File: config.mk
export PLATFORM = sky130hd
export DESIGN_NAME = fsc_host
export DESIGN_NICKNAME = d
export VERILOG_FILES = /design/src/rtl/fsc_pkg.sv /design/src/rtl/fsc_cycle.sv /design/src/rtl/fsc_host.sv
export VERILOG_INCLUDE_DIRS = /design/src /design/src/rtl
export SDC_FILE = /design/constraint.sdc
export NUM_CORES = 1
export LEC_CHECK = 0
export ABC_AREA = 1
export BUFFER_PORTS_ARGS = -buffer_cell sky130_fd_sc_hd__buf_2
export CORE_ASPECT_RATIO = 1.4
export CORE_UTILIZATION = 62
export CTS_BUF_LIST = sky130_fd_sc_hd__clkbuf_8
export CTS_CLUSTER_SIZE = 40
export DETAILED_ROUTE_END_ITERATION = 10
export PLACE_DENSITY_LB_ADDON = 0.15
export SLEW_MARGIN = 30
export SYNTH_ARGS = -nofsm -noshare
export SYNTH_HDL_FRONTEND = slang
export SYNTH_SLANG_ARGS = --single-unit
export TNS_END_PERCENT = 100
File: constraint.sdc
create_clock -name aclk -period 4.1 [get_ports aclk]
set_input_delay 0.205 -clock aclk [delete_from_list [all_inputs] [get_ports aclk]]
set_output_delay 0.205 -clock aclk [all_outputs]
set_load 0.01 [all_outputs]
File: src/rtl/fsc_regs.svh
`ifndef FSC_REGS_SVH
`define FSC_REGS_SVH

// register word indices on the control bus (byte address bits 7:2)
`define FSC_OFS_ADDR 6'h00
`define FSC_OFS_WDATA 6'h01
`define FSC_OFS_CMD 6'h02
`define FSC_OFS_STAT 6'h03

// command register bits (write one to start)
`define FSC_CMD_WRITE 0
`define FSC_CMD_READ 1
`define FSC_CMD_POLL 2
`define FSC_CMD_ABORT 3
`define FSC_CMD_CHKWR 4

// status register bits
`define FSC_ST_BUSY 0
`define FSC_ST_OK 1
`define FSC_ST_FAIL 2
`define FSC_ST_REJ 3
`define FSC_ST_LATE 4
`define FSC_ST_DATA_LO 8

// status bit positions on the byte data bus
`define FSC_BIT_TOGGLE 6
`define FSC_BIT_LIMIT 5
`define FSC_BIT_WINDOW 3

// reset command byte, address is don't care
`define FSC_RESET_CMD 8'hF0
`define FSC_RESP_OKAY 2'h0
`define FSC_RESP_SLVERR 2'h2

// timing: clock period, strobe cycle time, read-to-read hold, load window
`define FSC_T_CLK_NS 5
`define FSC_T_CYCLE_NS 55
`define FSC_T_RECOV_NS 10
`define FSC_T_LOAD_US 50
`define FSC_WR_CYC ((`FSC_T_CYCLE_NS + `FSC_T_CLK_NS - 1) / `FSC_T_CLK_NS)
`define FSC_RD_CYC (`FSC_WR_CYC + 2)
`define FSC_RECOV_CYC ((`FSC_T_RECOV_NS + `FSC_T_CLK_NS - 1) / `FSC_T_CLK_NS)
`define FSC_LOAD_WIN_CYC ((`FSC_T_LOAD_US * 1000) / `FSC_T_CLK_NS)

`endif

File: src/rtl/fsc_pkg.sv
`default_nettype none
package fsc_pkg;
  typedef enum logic [1:0] {
    CY_IDLE = 2'b00,
    CY_ACT = 2'b01,
    CY_REC = 2'b10
  } fsc_cyc_t;

  typedef enum logic [3:0] {
    S_IDLE = 4'b0000,
    S_WR = 4'b0001,
    S_RD = 4'b0010,
    S_P1 = 4'b0011,
    S_P2 = 4'b0100,
    S_P3 = 4'b0101,
    S_P4 = 4'b0110,
    S_PRST = 4'b0111,
    S_C1 = 4'b1000,
    S_C2 = 4'b1001,
    S_C3 = 4'b1010
  } fsc_op_t;

  typedef logic [18:0] fsc_addr_t;
  typedef logic [7:0] fsc_byte_t;
endpackage
`default_nettype wire

File: src/rtl/fsc_cycle.sv
`include "fsc_regs.svh"
`default_nettype none
module fsc_cycle import fsc_pkg::*; (
  input wire logic aclk,
  input wire logic aresetn,
  input wire logic req,
  input wire logic wr,
  input wire fsc_addr_t addr,
  input wire fsc_byte_t wdata,
  output logic done,
  output fsc_byte_t rdata,
  output fsc_addr_t fl_addr,
  output logic fl_ce_n,
  output logic fl_we_n,
  output logic fl_oe_n,
  output fsc_byte_t fl_dq_out,
  output logic fl_dq_oe_n,
  input wire fsc_byte_t fl_dq_in
);
  fsc_cyc_t st_r;
  logic [4:0] cnt_r;
  logic wr_r;
  fsc_byte_t dq_s1_r;
  fsc_byte_t dq_s2_r;

  // two-stage synchroniser on the data pins
  always_ff @(posedge aclk) begin
    dq_s1_r <= fl_dq_in;
    dq_s2_r <= dq_s1_r;
  end

  // one strobe cycle: assert, hold, release, recover
  always_ff @(posedge aclk) begin
    if (!aresetn) begin
      st_r <= CY_IDLE;
      cnt_r <= 5'h00;
      wr_r <= 1'b0;
      done <= 1'b0;
      rdata <= 8'h00;
      fl_addr <= 19'h00000;
      fl_ce_n <= 1'b1;
      fl_we_n <= 1'b1;
      fl_oe_n <= 1'b1;
      fl_dq_out <= 8'h00;
      fl_dq_oe_n <= 1'b1;
    end else begin
      done <= 1'b0;
      unique case (st_r)
        CY_IDLE: if (req) begin
          fl_addr <= addr;
          fl_ce_n <= 1'b0;
          fl_we_n <= !wr;
          fl_oe_n <= wr;
          fl_dq_out <= wdata;
          fl_dq_oe_n <= !wr;
          wr_r <= wr;
          cnt_r <= wr ? 5'(`FSC_WR_CYC - 1) : 5'(`FSC_RD_CYC - 1);
          st_r <= CY_ACT;
        end
        CY_ACT: if (cnt_r == 5'h00) begin
          fl_ce_n <= 1'b1;
          fl_we_n <= 1'b1;
          fl_oe_n <= 1'b1;
          if (!wr_r) begin
            rdata <= dq_s2_r;
          end
          cnt_r <= 5'(`FSC_RECOV_CYC - 1);
          st_r <= CY_REC;
        end else begin
          cnt_r <= cnt_r - 5'h01;
        end
        CY_REC: begin
          fl_dq_oe_n <= 1'b1;
          if (cnt_r == 5'h00) begin
            done <= 1'b1;
            st_r <= CY_IDLE;
          end else begin
            cnt_r <= cnt_r - 5'h01;
          end
        end
        default: st_r <= CY_IDLE;
      endcase
    end
  end

  // write only with both enables low and output enable high
  AST_WR_INHIBIT: assert property (@(posedge aclk) disable iff (!aresetn)
    !fl_we_n |-> !fl_ce_n && fl_oe_n && !fl_dq_oe_n)
    else $error("write strobe without chip enable or with output enable");
  // a write pulse stays low long enough to pass the glitch filter
  AST_WE_WIDTH: assert property (@(posedge aclk) disable iff (!aresetn)
    $fell(fl_we_n) |-> !fl_we_n [*8])
    else $error("write strobe pulse too short");
  // read frame: chip and output enable low, bus not driven
  AST_RD_FRAME: assert property (@(posedge aclk) disable iff (!aresetn)
    !fl_oe_n |-> !fl_ce_n && fl_we_n && fl_dq_oe_n)
    else $error("read frame with write strobe or bus driven");
endmodule
`default_nettype wire

File: src/rtl/fsc_host.sv
// The AXI4-Lite interface to the registers and the register offsets were decided locally.
`include "fsc_regs.svh"
`default_nettype none
// Function
// - reads framed by output or chip enable
// - host reads twice, compares toggle bit
// - toggling with limit flag: recheck, reset
// - resumed polling restarts from double read
// - host checks window flag around adds
// - write needs enables low, output high
// - next sector load within fifty microseconds
module fsc_host import fsc_pkg::*; #(
  parameter int LOAD_WIN_CYC = `FSC_LOAD_WIN_CYC
) (
  input wire logic aclk,
  input wire logic aresetn,
  input wire logic [7:0] s_axi_awaddr,
  input wire logic s_axi_awvalid,
  output logic s_axi_awready,
  input wire logic [31:0] s_axi_wdata,
  input wire logic [3:0] s_axi_wstrb,
  input wire logic s_axi_wvalid,
  output logic s_axi_wready,
  output logic [1:0] s_axi_bresp,
  output logic s_axi_bvalid,
  input wire logic s_axi_bready,
  input wire logic [7:0] s_axi_araddr,
  input wire logic s_axi_arvalid,
  output logic s_axi_arready,
  output logic [31:0] s_axi_rdata,
  output logic [1:0] s_axi_rresp,
  output logic s_axi_rvalid,
  input wire logic s_axi_rready,
  output fsc_addr_t fl_addr,
  output logic fl_ce_n,
  output logic fl_we_n,
  output logic fl_oe_n,
  output fsc_byte_t fl_dq_out,
  output logic fl_dq_oe_n,
  input wire fsc_byte_t fl_dq_in
);
  // byte-lane merge for word writes
  function automatic logic [31:0] lane_merge(input logic [31:0] old_v, input logic [31:0] new_v,
                                             input logic [3:0] strb);
    logic [31:0] res;
    res = old_v;
    for (int i = 0; i < 4; i++) begin
      if (strb[i]) begin
        res[8*i +: 8] = new_v[8*i +: 8];
      end
    end
    return res;
  endfunction

  fsc_op_t st_r;
  logic aw_hold_r, w_hold_r, issued_r, abort_r;
  logic [7:0] awaddr_r;
  logic [31:0] wdata_r;
  logic [3:0] wstrb_r;
  fsc_addr_t addr_r;
  fsc_byte_t wdat_r, rd_last_r;
  logic tog_r, ok_r, fail_r, rej_r, late_r;
  logic [13:0] gap_r;
  logic cyc_done;
  fsc_byte_t cyc_rdata;

  // bus handshake decode
  wire aw_take = s_axi_awready && s_axi_awvalid;
  wire w_take = s_axi_wready && s_axi_wvalid;
  wire b_done = s_axi_bvalid && s_axi_bready;
  wire ar_take = s_axi_arready && s_axi_arvalid;
  wire aw_hold_nxt = (aw_hold_r || aw_take) && !b_done;
  wire w_hold_nxt = (w_hold_r || w_take) && !b_done;
  wire wr_fire = aw_hold_r && w_hold_r && !s_axi_bvalid;
  wire [5:0] wr_idx = awaddr_r[7:2];
  wire [5:0] rd_idx = s_axi_araddr[7:2];
  wire wr_hit = wr_idx <= `FSC_OFS_STAT;
  wire rd_hit = rd_idx <= `FSC_OFS_STAT;
  wire cmd_go = wr_fire && wr_idx == `FSC_OFS_CMD && wstrb_r[0] && st_r == S_IDLE;
  wire [31:0] addr_mrg = lane_merge({13'h0000, addr_r}, wdata_r, wstrb_r);
  wire [31:0] wdat_mrg = lane_merge({24'h000000, wdat_r}, wdata_r, wstrb_r);

  // status word and read mux
  wire [31:0] stat_w = {16'h0000, rd_last_r, 3'h0, late_r, rej_r, fail_r, ok_r,
                        st_r != S_IDLE};
  wire [31:0] rd_mux = rd_idx == `FSC_OFS_ADDR ? {13'h0000, addr_r} :
                       rd_idx == `FSC_OFS_WDATA ? {24'h000000, wdat_r} :
                       rd_idx == `FSC_OFS_STAT ? stat_w : 32'h00000000;

  // strobe cycle requests
  wire cyc_req = st_r != S_IDLE && !issued_r;
  wire cyc_wr = st_r == S_WR || st_r == S_PRST || st_r == S_C2;
  wire [7:0] cyc_wdata = st_r == S_PRST ? `FSC_RESET_CMD : wdat_r;
  wire tog_now = cyc_rdata[`FSC_BIT_TOGGLE];
  wire tog_same = tog_now == tog_r;
  wire win_late = gap_r >= 14'(LOAD_WIN_CYC);

  // write address and data channels
  always_ff @(posedge aclk) begin
    if (!aresetn) begin
      aw_hold_r <= 1'b0;
      w_hold_r <= 1'b0;
      s_axi_awready <= 1'b0;
      s_axi_wready <= 1'b0;
      awaddr_r <= 8'h00;
      wdata_r <= 32'h00000000;
      wstrb_r <= 4'h0;
    end else begin
      aw_hold_r <= aw_hold_nxt;
      w_hold_r <= w_hold_nxt;
      s_axi_awready <= !aw_hold_nxt;
      s_axi_wready <= !w_hold_nxt;
      if (aw_take) awaddr_r <= s_axi_awaddr;
      if (w_take) wdata_r <= s_axi_wdata;
      if (w_take) wstrb_r <= s_axi_wstrb;
    end
  end

  // write response and read channel
  always_ff @(posedge aclk) begin
    if (!aresetn) begin
      s_axi_bvalid <= 1'b0;
      s_axi_bresp <= `FSC_RESP_OKAY;
      s_axi_arready <= 1'b0;
      s_axi_rvalid <= 1'b0;
      s_axi_rdata <= 32'h00000000;
      s_axi_rresp <= `FSC_RESP_OKAY;
    end else begin
      if (wr_fire) s_axi_bresp <= wr_hit ? `FSC_RESP_OKAY : `FSC_RESP_SLVERR;
      s_axi_bvalid <= wr_fire || (s_axi_bvalid && !s_axi_bready);
      s_axi_arready <= !(ar_take || (s_axi_rvalid && !s_axi_rready));
      s_axi_rvalid <= ar_take || (s_axi_rvalid && !s_axi_rready);
      if (ar_take) s_axi_rdata <= rd_mux;
      if (ar_take) s_axi_rresp <= rd_hit ? `FSC_RESP_OKAY : `FSC_RESP_SLVERR;
    end
  end

  // software registers
  always_ff @(posedge aclk) begin
    if (!aresetn) begin
      addr_r <= 19'h00000;
      wdat_r <= 8'h00;
    end else if (wr_fire) begin
      if (wr_idx == `FSC_OFS_ADDR) addr_r <= addr_mrg[18:0];
      if (wr_idx == `FSC_OFS_WDATA) wdat_r <= wdat_mrg[7:0];
    end
  end

  // cycles since the last write cycle finished its recovery, saturating
  always_ff @(posedge aclk) begin
    if (!aresetn) begin
      gap_r <= 14'h0000;
    end else if (cyc_done && cyc_wr) begin
      gap_r <= 14'h0000;
    end else if (!win_late) begin
      gap_r <= gap_r + 14'h0001;
    end
  end

  // abort request, taken at the end of a poll's first read or of a toggling second read without the limit flag
  always_ff @(posedge aclk) begin
    if (!aresetn) begin
      abort_r <= 1'b0;
    end else if (wr_fire && wr_idx == `FSC_OFS_CMD && wdata_r[`FSC_CMD_ABORT]) begin
      abort_r <= st_r != S_IDLE;
    end else if (st_r == S_IDLE) begin
      abort_r <= 1'b0;
    end
  end

  // operation sequencer
  always_ff @(posedge aclk) begin
    if (!aresetn) begin
      st_r <= S_IDLE;
      issued_r <= 1'b0;
      tog_r <= 1'b0;
      rd_last_r <= 8'h00;
      ok_r <= 1'b0;
      fail_r <= 1'b0;
      rej_r <= 1'b0;
      late_r <= 1'b0;
    end else begin
      if (cyc_req) issued_r <= 1'b1;
      if (cyc_done) issued_r <= 1'b0;
      if (cyc_done && !cyc_wr) rd_last_r <= cyc_rdata;
      if (cmd_go) begin
        if (wdata_r[`FSC_CMD_POLL]) begin
          st_r <= S_P1;
          ok_r <= 1'b0;
          fail_r <= 1'b0;
        end else if (wdata_r[`FSC_CMD_CHKWR]) begin
          st_r <= S_C1;
          rej_r <= 1'b0;
          late_r <= 1'b0;
        end else if (wdata_r[`FSC_CMD_WRITE]) begin
          st_r <= S_WR;
        end else if (wdata_r[`FSC_CMD_READ]) begin
          st_r <= S_RD;
        end
      end else if (cyc_done) begin
        unique case (st_r)
          S_WR, S_RD: st_r <= S_IDLE;
          S_P1: begin
            tog_r <= tog_now;
            st_r <= abort_r ? S_IDLE : S_P2;
          end
          S_P2: begin
            if (tog_same) begin
              ok_r <= 1'b1;
              st_r <= S_IDLE;
            end else if (cyc_rdata[`FSC_BIT_LIMIT]) begin
              st_r <= S_P3;
            end else begin
              st_r <= abort_r ? S_IDLE : S_P1;
            end
          end
          S_P3: begin
            tog_r <= tog_now;
            st_r <= S_P4;
          end
          S_P4: begin
            if (tog_same) begin
              ok_r <= 1'b1;
              st_r <= S_IDLE;
            end else begin
              st_r <= S_PRST;
            end
          end
          S_PRST: begin
            fail_r <= 1'b1;
            st_r <= S_IDLE;
          end
          S_C1: begin
            rej_r <= cyc_rdata[`FSC_BIT_WINDOW];
            st_r <= cyc_rdata[`FSC_BIT_WINDOW] ? S_IDLE : S_C2;
          end
          S_C2: st_r <= S_C3;
          S_C3: begin
            rej_r <= cyc_rdata[`FSC_BIT_WINDOW];
            st_r <= S_IDLE;
          end
          default: st_r <= S_IDLE;
        endcase
      end
      if (cyc_req && st_r == S_C2 && win_late) late_r <= 1'b1;
    end
  end

  fsc_cycle u_cycle (
    .aclk(aclk),
    .aresetn(aresetn),
    .req(cyc_req),
    .wr(cyc_wr),
    .addr(addr_r),
    .wdata(cyc_wdata),
    .done(cyc_done),
    .rdata(cyc_rdata),
    .fl_addr(fl_addr),
    .fl_ce_n(fl_ce_n),
    .fl_we_n(fl_we_n),
    .fl_oe_n(fl_oe_n),
    .fl_dq_out(fl_dq_out),
    .fl_dq_oe_n(fl_dq_oe_n),
    .fl_dq_in(fl_dq_in)
  );

  // second poll read always follows a first one
  AST_POLL_PAIR: assert property (@(posedge aclk) disable iff (!aresetn)
    st_r == S_P2 && $past(st_r) != S_P2 |-> $past(st_r) == S_P1)
    else $error("second poll read without a first");
  // equal toggle on the second read declares success
  AST_POLL_OK: assert property (@(posedge aclk) disable iff (!aresetn)
    st_r == S_P2 && cyc_done && tog_same |=> ok_r && st_r == S_IDLE)
    else $error("steady toggle not reported as done");
  // failure only after the reset command write
  AST_FAIL_RESET: assert property (@(posedge aclk) disable iff (!aresetn)
    $rose(fail_r) |-> $past(st_r) == S_PRST && $past(cyc_done))
    else $error("failure flagged without reset command");
  // toggling with limit flag high leads to a recheck
  AST_RECHECK: assert property (@(posedge aclk) disable iff (!aresetn)
    st_r == S_P2 && cyc_done && !tog_same && cyc_rdata[`FSC_BIT_LIMIT] |=> st_r == S_P3)
    else $error("limit flag did not trigger recheck");
  // toggling without limit restarts from the first read
  AST_RESTART: assert property (@(posedge aclk) disable iff (!aresetn)
    st_r == S_P2 && cyc_done && !tog_same && !cyc_rdata[`FSC_BIT_LIMIT] |=>
    st_r == S_P1 || st_r == S_IDLE)
    else $error("polling resumed mid-procedure");
  // window flag high after the add marks it rejected
  AST_ADD_REJ: assert property (@(posedge aclk) disable iff (!aresetn)
    st_r == S_C3 && cyc_done |=> rej_r == $past(cyc_rdata[`FSC_BIT_WINDOW]))
    else $error("window flag after add not reported");
  // late sector load flagged when the gap reaches the window
  AST_LATE: assert property (@(posedge aclk) disable iff (!aresetn)
    cyc_req && st_r == S_C2 && gap_r >= 14'(LOAD_WIN_CYC) |=> late_r)
    else $error("late sector load not flagged");
endmodule
`default_nettype wire

---- Word level (Yosys, flattened, before mapping) ----
Cells that the tools add are included.
word-level totals
  register bits after elaboration ......... 197
  input port bits ......................... 67
  output and inout bits ................... 72
  word-level logic and storage cells ...... 200
cells by class
  add/subtract/negate cells ............... 2
  $lt $le $gt $ge ......................... 3
  eq/ne operators ......................... 25
  muxes and demuxes ....................... 54
  bitwise logic cells ..................... 3
  reduce and logical (&&, ||, !) cells .... 73
operator list
  cell                                                 count
  AND reduction 3 bit                                  11
  2-to-1 mux 16 bit                                    2
  2-to-1 mux 4 bit                                     7
  case mux 4 bit (6 select lines)                      1
  2-to-1 mux 1 bit                                     22
  nonzero test 2 bit                                   10
  logical AND 1 bit                                    19
  2-to-1 mux 19 bit                                    1
  == test 4 x 3 -> 1 bit, second input constant        4
  2-to-1 mux 3 bit                                     5
  2-to-1 mux 5 bit                                     3
  case mux 5 bit (3 select lines)                      1
  adder 14 x 1 -> 14 bit, second input constant        1
  >= comparator 14 bit, second input constant          1
  == test 4 bit, second input constant                 3
  == test 6 x 1 -> 1 bit, second input constant        2
  == test 6 x 2 -> 1 bit, second input constant        2
  <= comparator 6 x 2 -> 1 bit, second input constant  2
  zero test 6 bit                                      2
  2-to-1 mux 2 bit                                     6
  inequality test 2 bit, second input constant         5
  OR reduction 2 bit                                   5
  zero test 1 bit                                      9
  2-to-1 mux 8 bit                                     1
  other kinds (19)                                     35

---- Longest topological paths before layout ----
  word-level depth ........................ 7
  depth in mapped cells ................... 9
  depth with buffers taken out ............ 9

---- By module ----
From an unflattened synthesis, not the netlist that was laid out.
unflattened totals
  cell total of the unflattened synthesis .. 999
  area total of the unflattened synthesis .. 7500.9 sq um
modules (own cells, without submodules)
  module     instances  cells an instance  area an instance (sq um)  seq. area each (sq um)
  fsc_host   1          724                5211.2                    2322.2
  fsc_cycle  1          275                2289.7                    1281.2

---- Least setup slack after synthesis ----
OpenSTA, ideal clock, no wires.
  path kind ............................... reg-to-reg
  start ................................... register u_cycle.st_r[1]
  end ..................................... register u_cycle.rdata[3]
  setup time .............................. 125 ps
  data arrival time ....................... 1260 ps
  data required time ...................... 3975 ps
  slack ................................... 2715 ps
  cell stages (with the launch flop) ...... 10
  path buffers ............................ 2
  period minus slack after synthesis ...... 1385 ps
  cell sequence ........................... dfxtp_1 inv_1 ha_1 clkbuf_1 inv_1 nor2_1 nand2_1 clkbuf_1 o21ai_0 a21oi_1
between the ends
  word-level cells in the longest chain between the ends .. 2
ends and longest elaborated chain
  what                           RTL line         text
  start, declared                fsc_cycle.sv:20  fsc_cyc_t st_r;
  start signal, assigned         fsc_cycle.sv:35  st_r <= CY_IDLE;
  start signal, assigned         fsc_cycle.sv:58  st_r <= CY_ACT;
  start signal, assigned         fsc_cycle.sv:68  st_r <= CY_REC;
  == test 2 x 1 -> 1 bit         fsc_cycle.sv:48  unique case (st_r)
  AND reduction 3 bit (no line)  -
  end signal, assigned           fsc_cycle.sv:65  rdata <= dq_s2_r;
  end, declared                  fsc_cycle.sv:11  output fsc_byte_t rdata,
Every way passes these cells.
A chain may end at the register's enable or synchronous reset.

---- Worst setup path in the final report ----
  start ................................... register s_axi_wready
  end ..................................... register w_hold_r
between the ends
  word-level cells in the longest chain between the ends .. 3
ends and longest elaborated chain
  what                    RTL line         text
  start, declared         fsc_host.sv:23   output logic s_axi_wready,
  start signal, assigned  fsc_host.sv:112  s_axi_wready <= !w_hold_nxt;
  logical AND 1 bit       fsc_host.sv:69   wire w_take = s_axi_wready && s_axi_wvalid;
  logical OR 1 bit        fsc_host.sv:73   wire w_hold_nxt = (w_hold_r || w_take) && !b_done;
  logical AND 1 bit       fsc_host.sv:73
  end signal, assigned    fsc_host.sv:110  w_hold_r <= w_hold_nxt;
  end, declared           fsc_host.sv:56   logic aw_hold_r, w_hold_r, issued_r, abort_r;
Every way passes these cells.

==> results.ini <==
[final_layout]
antenna-diode-count=0
design_area_um2=8270
area_growth_pct=14.2
n_fill_cell=981
finish.net_count=1128
drive_above_1_share_pct=15.2

[route]
avgViaCountPerCell=5.25
drt-pass1-iter-count=5
drc=0
wirelength_mm=16.2
avgRoutedWirePerCell_um=13.3
vias=6369
first_iter_violations=395
ant_nets=0

[clock_network]
clockBufferDepth=2
cts_tree=built
cts_resized=0
root_buffer=clkbuf_8
post_cts_buffers=0
worstSkewPairLatency_ns=0.45
clkSinkCount=180
cts-htree-levels=4
clk_pin_slew_ns=0.10
cts_buffers=17

[setup_path]
endpoint=w_hold_r
r2r_slack_ns=2.03
crit_arrival_ns=2.38
crit_path_end_kind=register
worstPathRequired_ns=4.42
r2r_start=s_axi_wready
startpoint_type=register
crit_type=reg -> reg
crit_path_start=s_axi_wready
r2r-end=w_hold_r
cp_max_fo=28
ff2ff_path_depth=4

[power_and_ir_drop]
power_frac_seq_pct=52.5
switchingPower_mw=1.13
pwr-share-clk_pct=32.0
peakVddDrop_uv=314
power_density_nw_per_um2=451
combPwrFrac_pct=15.5
sw_frac_of_total_pct=30.3
internal-power_mw=2.60
p_leak_nw=3.49

[synthesis]
synth.avg_cell_area_um2=7.59
yosys_register_bits=180
syn-cell-area_um2=7240
yosys_warnings=0
netlist_instances=954
ys_types=38
seq_area_frac_synth_pct=49.7

[timing]
worst_pin_slew_ns=0.863
setup_viol=0
slew_violations=0
clock_skew_ns=0.0186
final.setup.worst_slack_ns=2.03
relSlewSlack_pct=42.5
timing.hold.ws_ns=0.00814
rsz0062_at_grt=false
min_period_ns=2.07
clock.fmax_mhz=484
post-route-period-util_pct=50.4
fin_setup_tns_ns=0
hold_violations=0

[die]
die_w_um=93.4
die_h_um=130
ioPinCount=139
start_util_pct=63.9
core-area_um2=11300
dieArea_um2=12100
rows=46

[global_route]
grt_pass1_wl_mm=25.4
track_usage_pct=26.6
grt_max_degree=107
grt_antenna_before_repair=0
globalRouteOverflowTotal=0
grt_pass1_vias=5483

[hold_path]
hold_class=in -> reg

[status]
status=complete, no violations

[placement]
dp.final_hpwl_mm=11.1
dpl-instance-area_um2=7690
port_buffers=105
dp_slack_ns=2.00
gp_congestion=0.926

[flow_run]
maxCapViolCount=0

[worst max-delay path, cell delays in order, from the launching register on]
cell	delay, ns
dfxtp_1	0.32
nand2_1	0.53
clkinv_1	0.62
o21ai_0	0.39
nor2_1	0.07
[layout make-up]
| cell class | count | area, um2 | share of cell area (%) |
|---|---|---|---|
| clock buffer | 17 | 234 | 2.83 |
| clock inverter | 15 | 161 | 1.95 |
| inverter | 102 | 385 | 4.66 |
| multi-input combinational | 630 | 2990 | 36.2 |
| sequential | 180 | 3600 | 43.6 |
| tap | 144 | 180 | 2.18 |
| timing repair buffer | 124 | 713 | 8.62 |
[cells by family after synthesis]
| group | synth area share, % |
|---|---|
| compound gates | 18.4 |
| xor+xnor | 0.605 |
| fa+ha+maj | 1.04 |
| buf+inv | 9.66 |
| flops | 49.7 |
| other cells | 0.0518 |
| simple gates | 20.5 |
[cell usage after synthesis (all sizes together)]
master  instances  share of area (%)
dfxtp         180                 50
nor2          157                8.5
o21ai         141                9.9
a21oi         106                7.5
nand2         104                5.6
inv           101                5.3
nand3          67                4.9
buf            30                3.0
clkbuf         26                1.3
ha              6                1.0
nand4           6               0.52
nor3            6               0.41
o22ai           5               0.43
a31oi           4               0.35
xor2            4               0.48
and2            2               0.21
nand3b          2               0.21
nor4            2               0.17
a211oi          1               0.10
clkinv          1              0.052
conb            1              0.052
o211ai          1               0.10
xnor2           1               0.12
[worst min path at each step]
stage                                    end  slack, ns  depth (start not counted)           start
after floorplan           u_cycle.dq_s1_r[0]       0.23                          0     fl_dq_in[0]
after global placement    u_cycle.dq_s1_r[2]       0.31                          1     fl_dq_in[2]
after detailed placement  u_cycle.dq_s1_r[5]       0.31                          1     fl_dq_in[5]
after CTS                         wdata_r[3]      0.002                          3  s_axi_wdata[3]
after global routing              wstrb_r[1]       0.02                          3  s_axi_wstrb[1]
final                             wstrb_r[1]      0.008                          3  s_axi_wstrb[1]
[placed cells by master, fill, tap and decap left out, drive strengths merged]
| cell type | count |
|---|---|
| a31oi | 4 |
| nor2 | 157 |
| nor4 | 2 |
| and2 | 2 |
| a21oi | 106 |
| nand3 | 67 |
| o21ai | 141 |
| a211oi | 1 |
| xor2 | 4 |
| clkbuf | 17 |
| nor3 | 6 |
| conb | 15 |
| dlygate4sd3 | 18 |
| o22ai | 5 |
| xnor2 | 1 |
| inv | 110 |
| clkinvlp | 3 |
| ha | 6 |
| nand3b | 2 |
| nand2 | 104 |
| bufinv | 1 |
| clkinv | 3 |
| nand4 | 6 |
| dfxtp | 180 |
| buf | 106 |
| o211ai | 1 |
[flip-flops by register name, summed over array words and instances, names as in the netlist, 2 cells and up]
name and flops:
u_cycle.dq_s2_r 8, u_cycle.rdata 8, u_cycle.dq_s1_r 8, u_cycle.st_r 2
addr_r 19, gap_r 14, u_cycle.cnt_r 5, rd_last_r 8
u_cycle.fl_addr 19, wstrb_r 3, wdat_r 8, u_cycle.fl_dq_out 8
st_r 4, awaddr_r 6, wdata_r 19, s_axi_rdata 19
[metrics by stage]
stage | utilization (%) | instances | power, mW
floorplan | - | 968 | 2.41
global placement | 67.9 | 1162 | 2.54
detailed placement | 67.9 | 1162 | 2.56
CTS | 72.9 | 1212 | 3.74
global route | 72.9 | 1212 | 3.92
finish | 72.9 | 1212 | 3.73
[per-layer routing]
layer / vias up / part of all wire, % / track usage, %
li1: 3299 / - / -
met4: 0 / 3.1 / 12.9
met1: 2840 / 43 / 33.5
met5: - / 0 / 0
met3: 33 / 5.2 / 4.37
met2: 197 / 48 / 44.5
[power by group through the flow]
stage	logic, mW	clock network, mW	registers (mW)
global placement	0.547	0	1.99
finish	0.577	1.19	1.96
detailed placement	0.563	0	2.00
floorplan	0.408	0	2.00
global route	0.657	1.29	1.97
CTS	0.579	1.21	1.96
[repair_timing]
item                                   in CTS  in global routing
endpoints found under the hold margin      18                  0
setup endpoints to repair                   0                  0
hold buffers                               18                  0
Note: power is estimated with default switching activity, not from simulation.
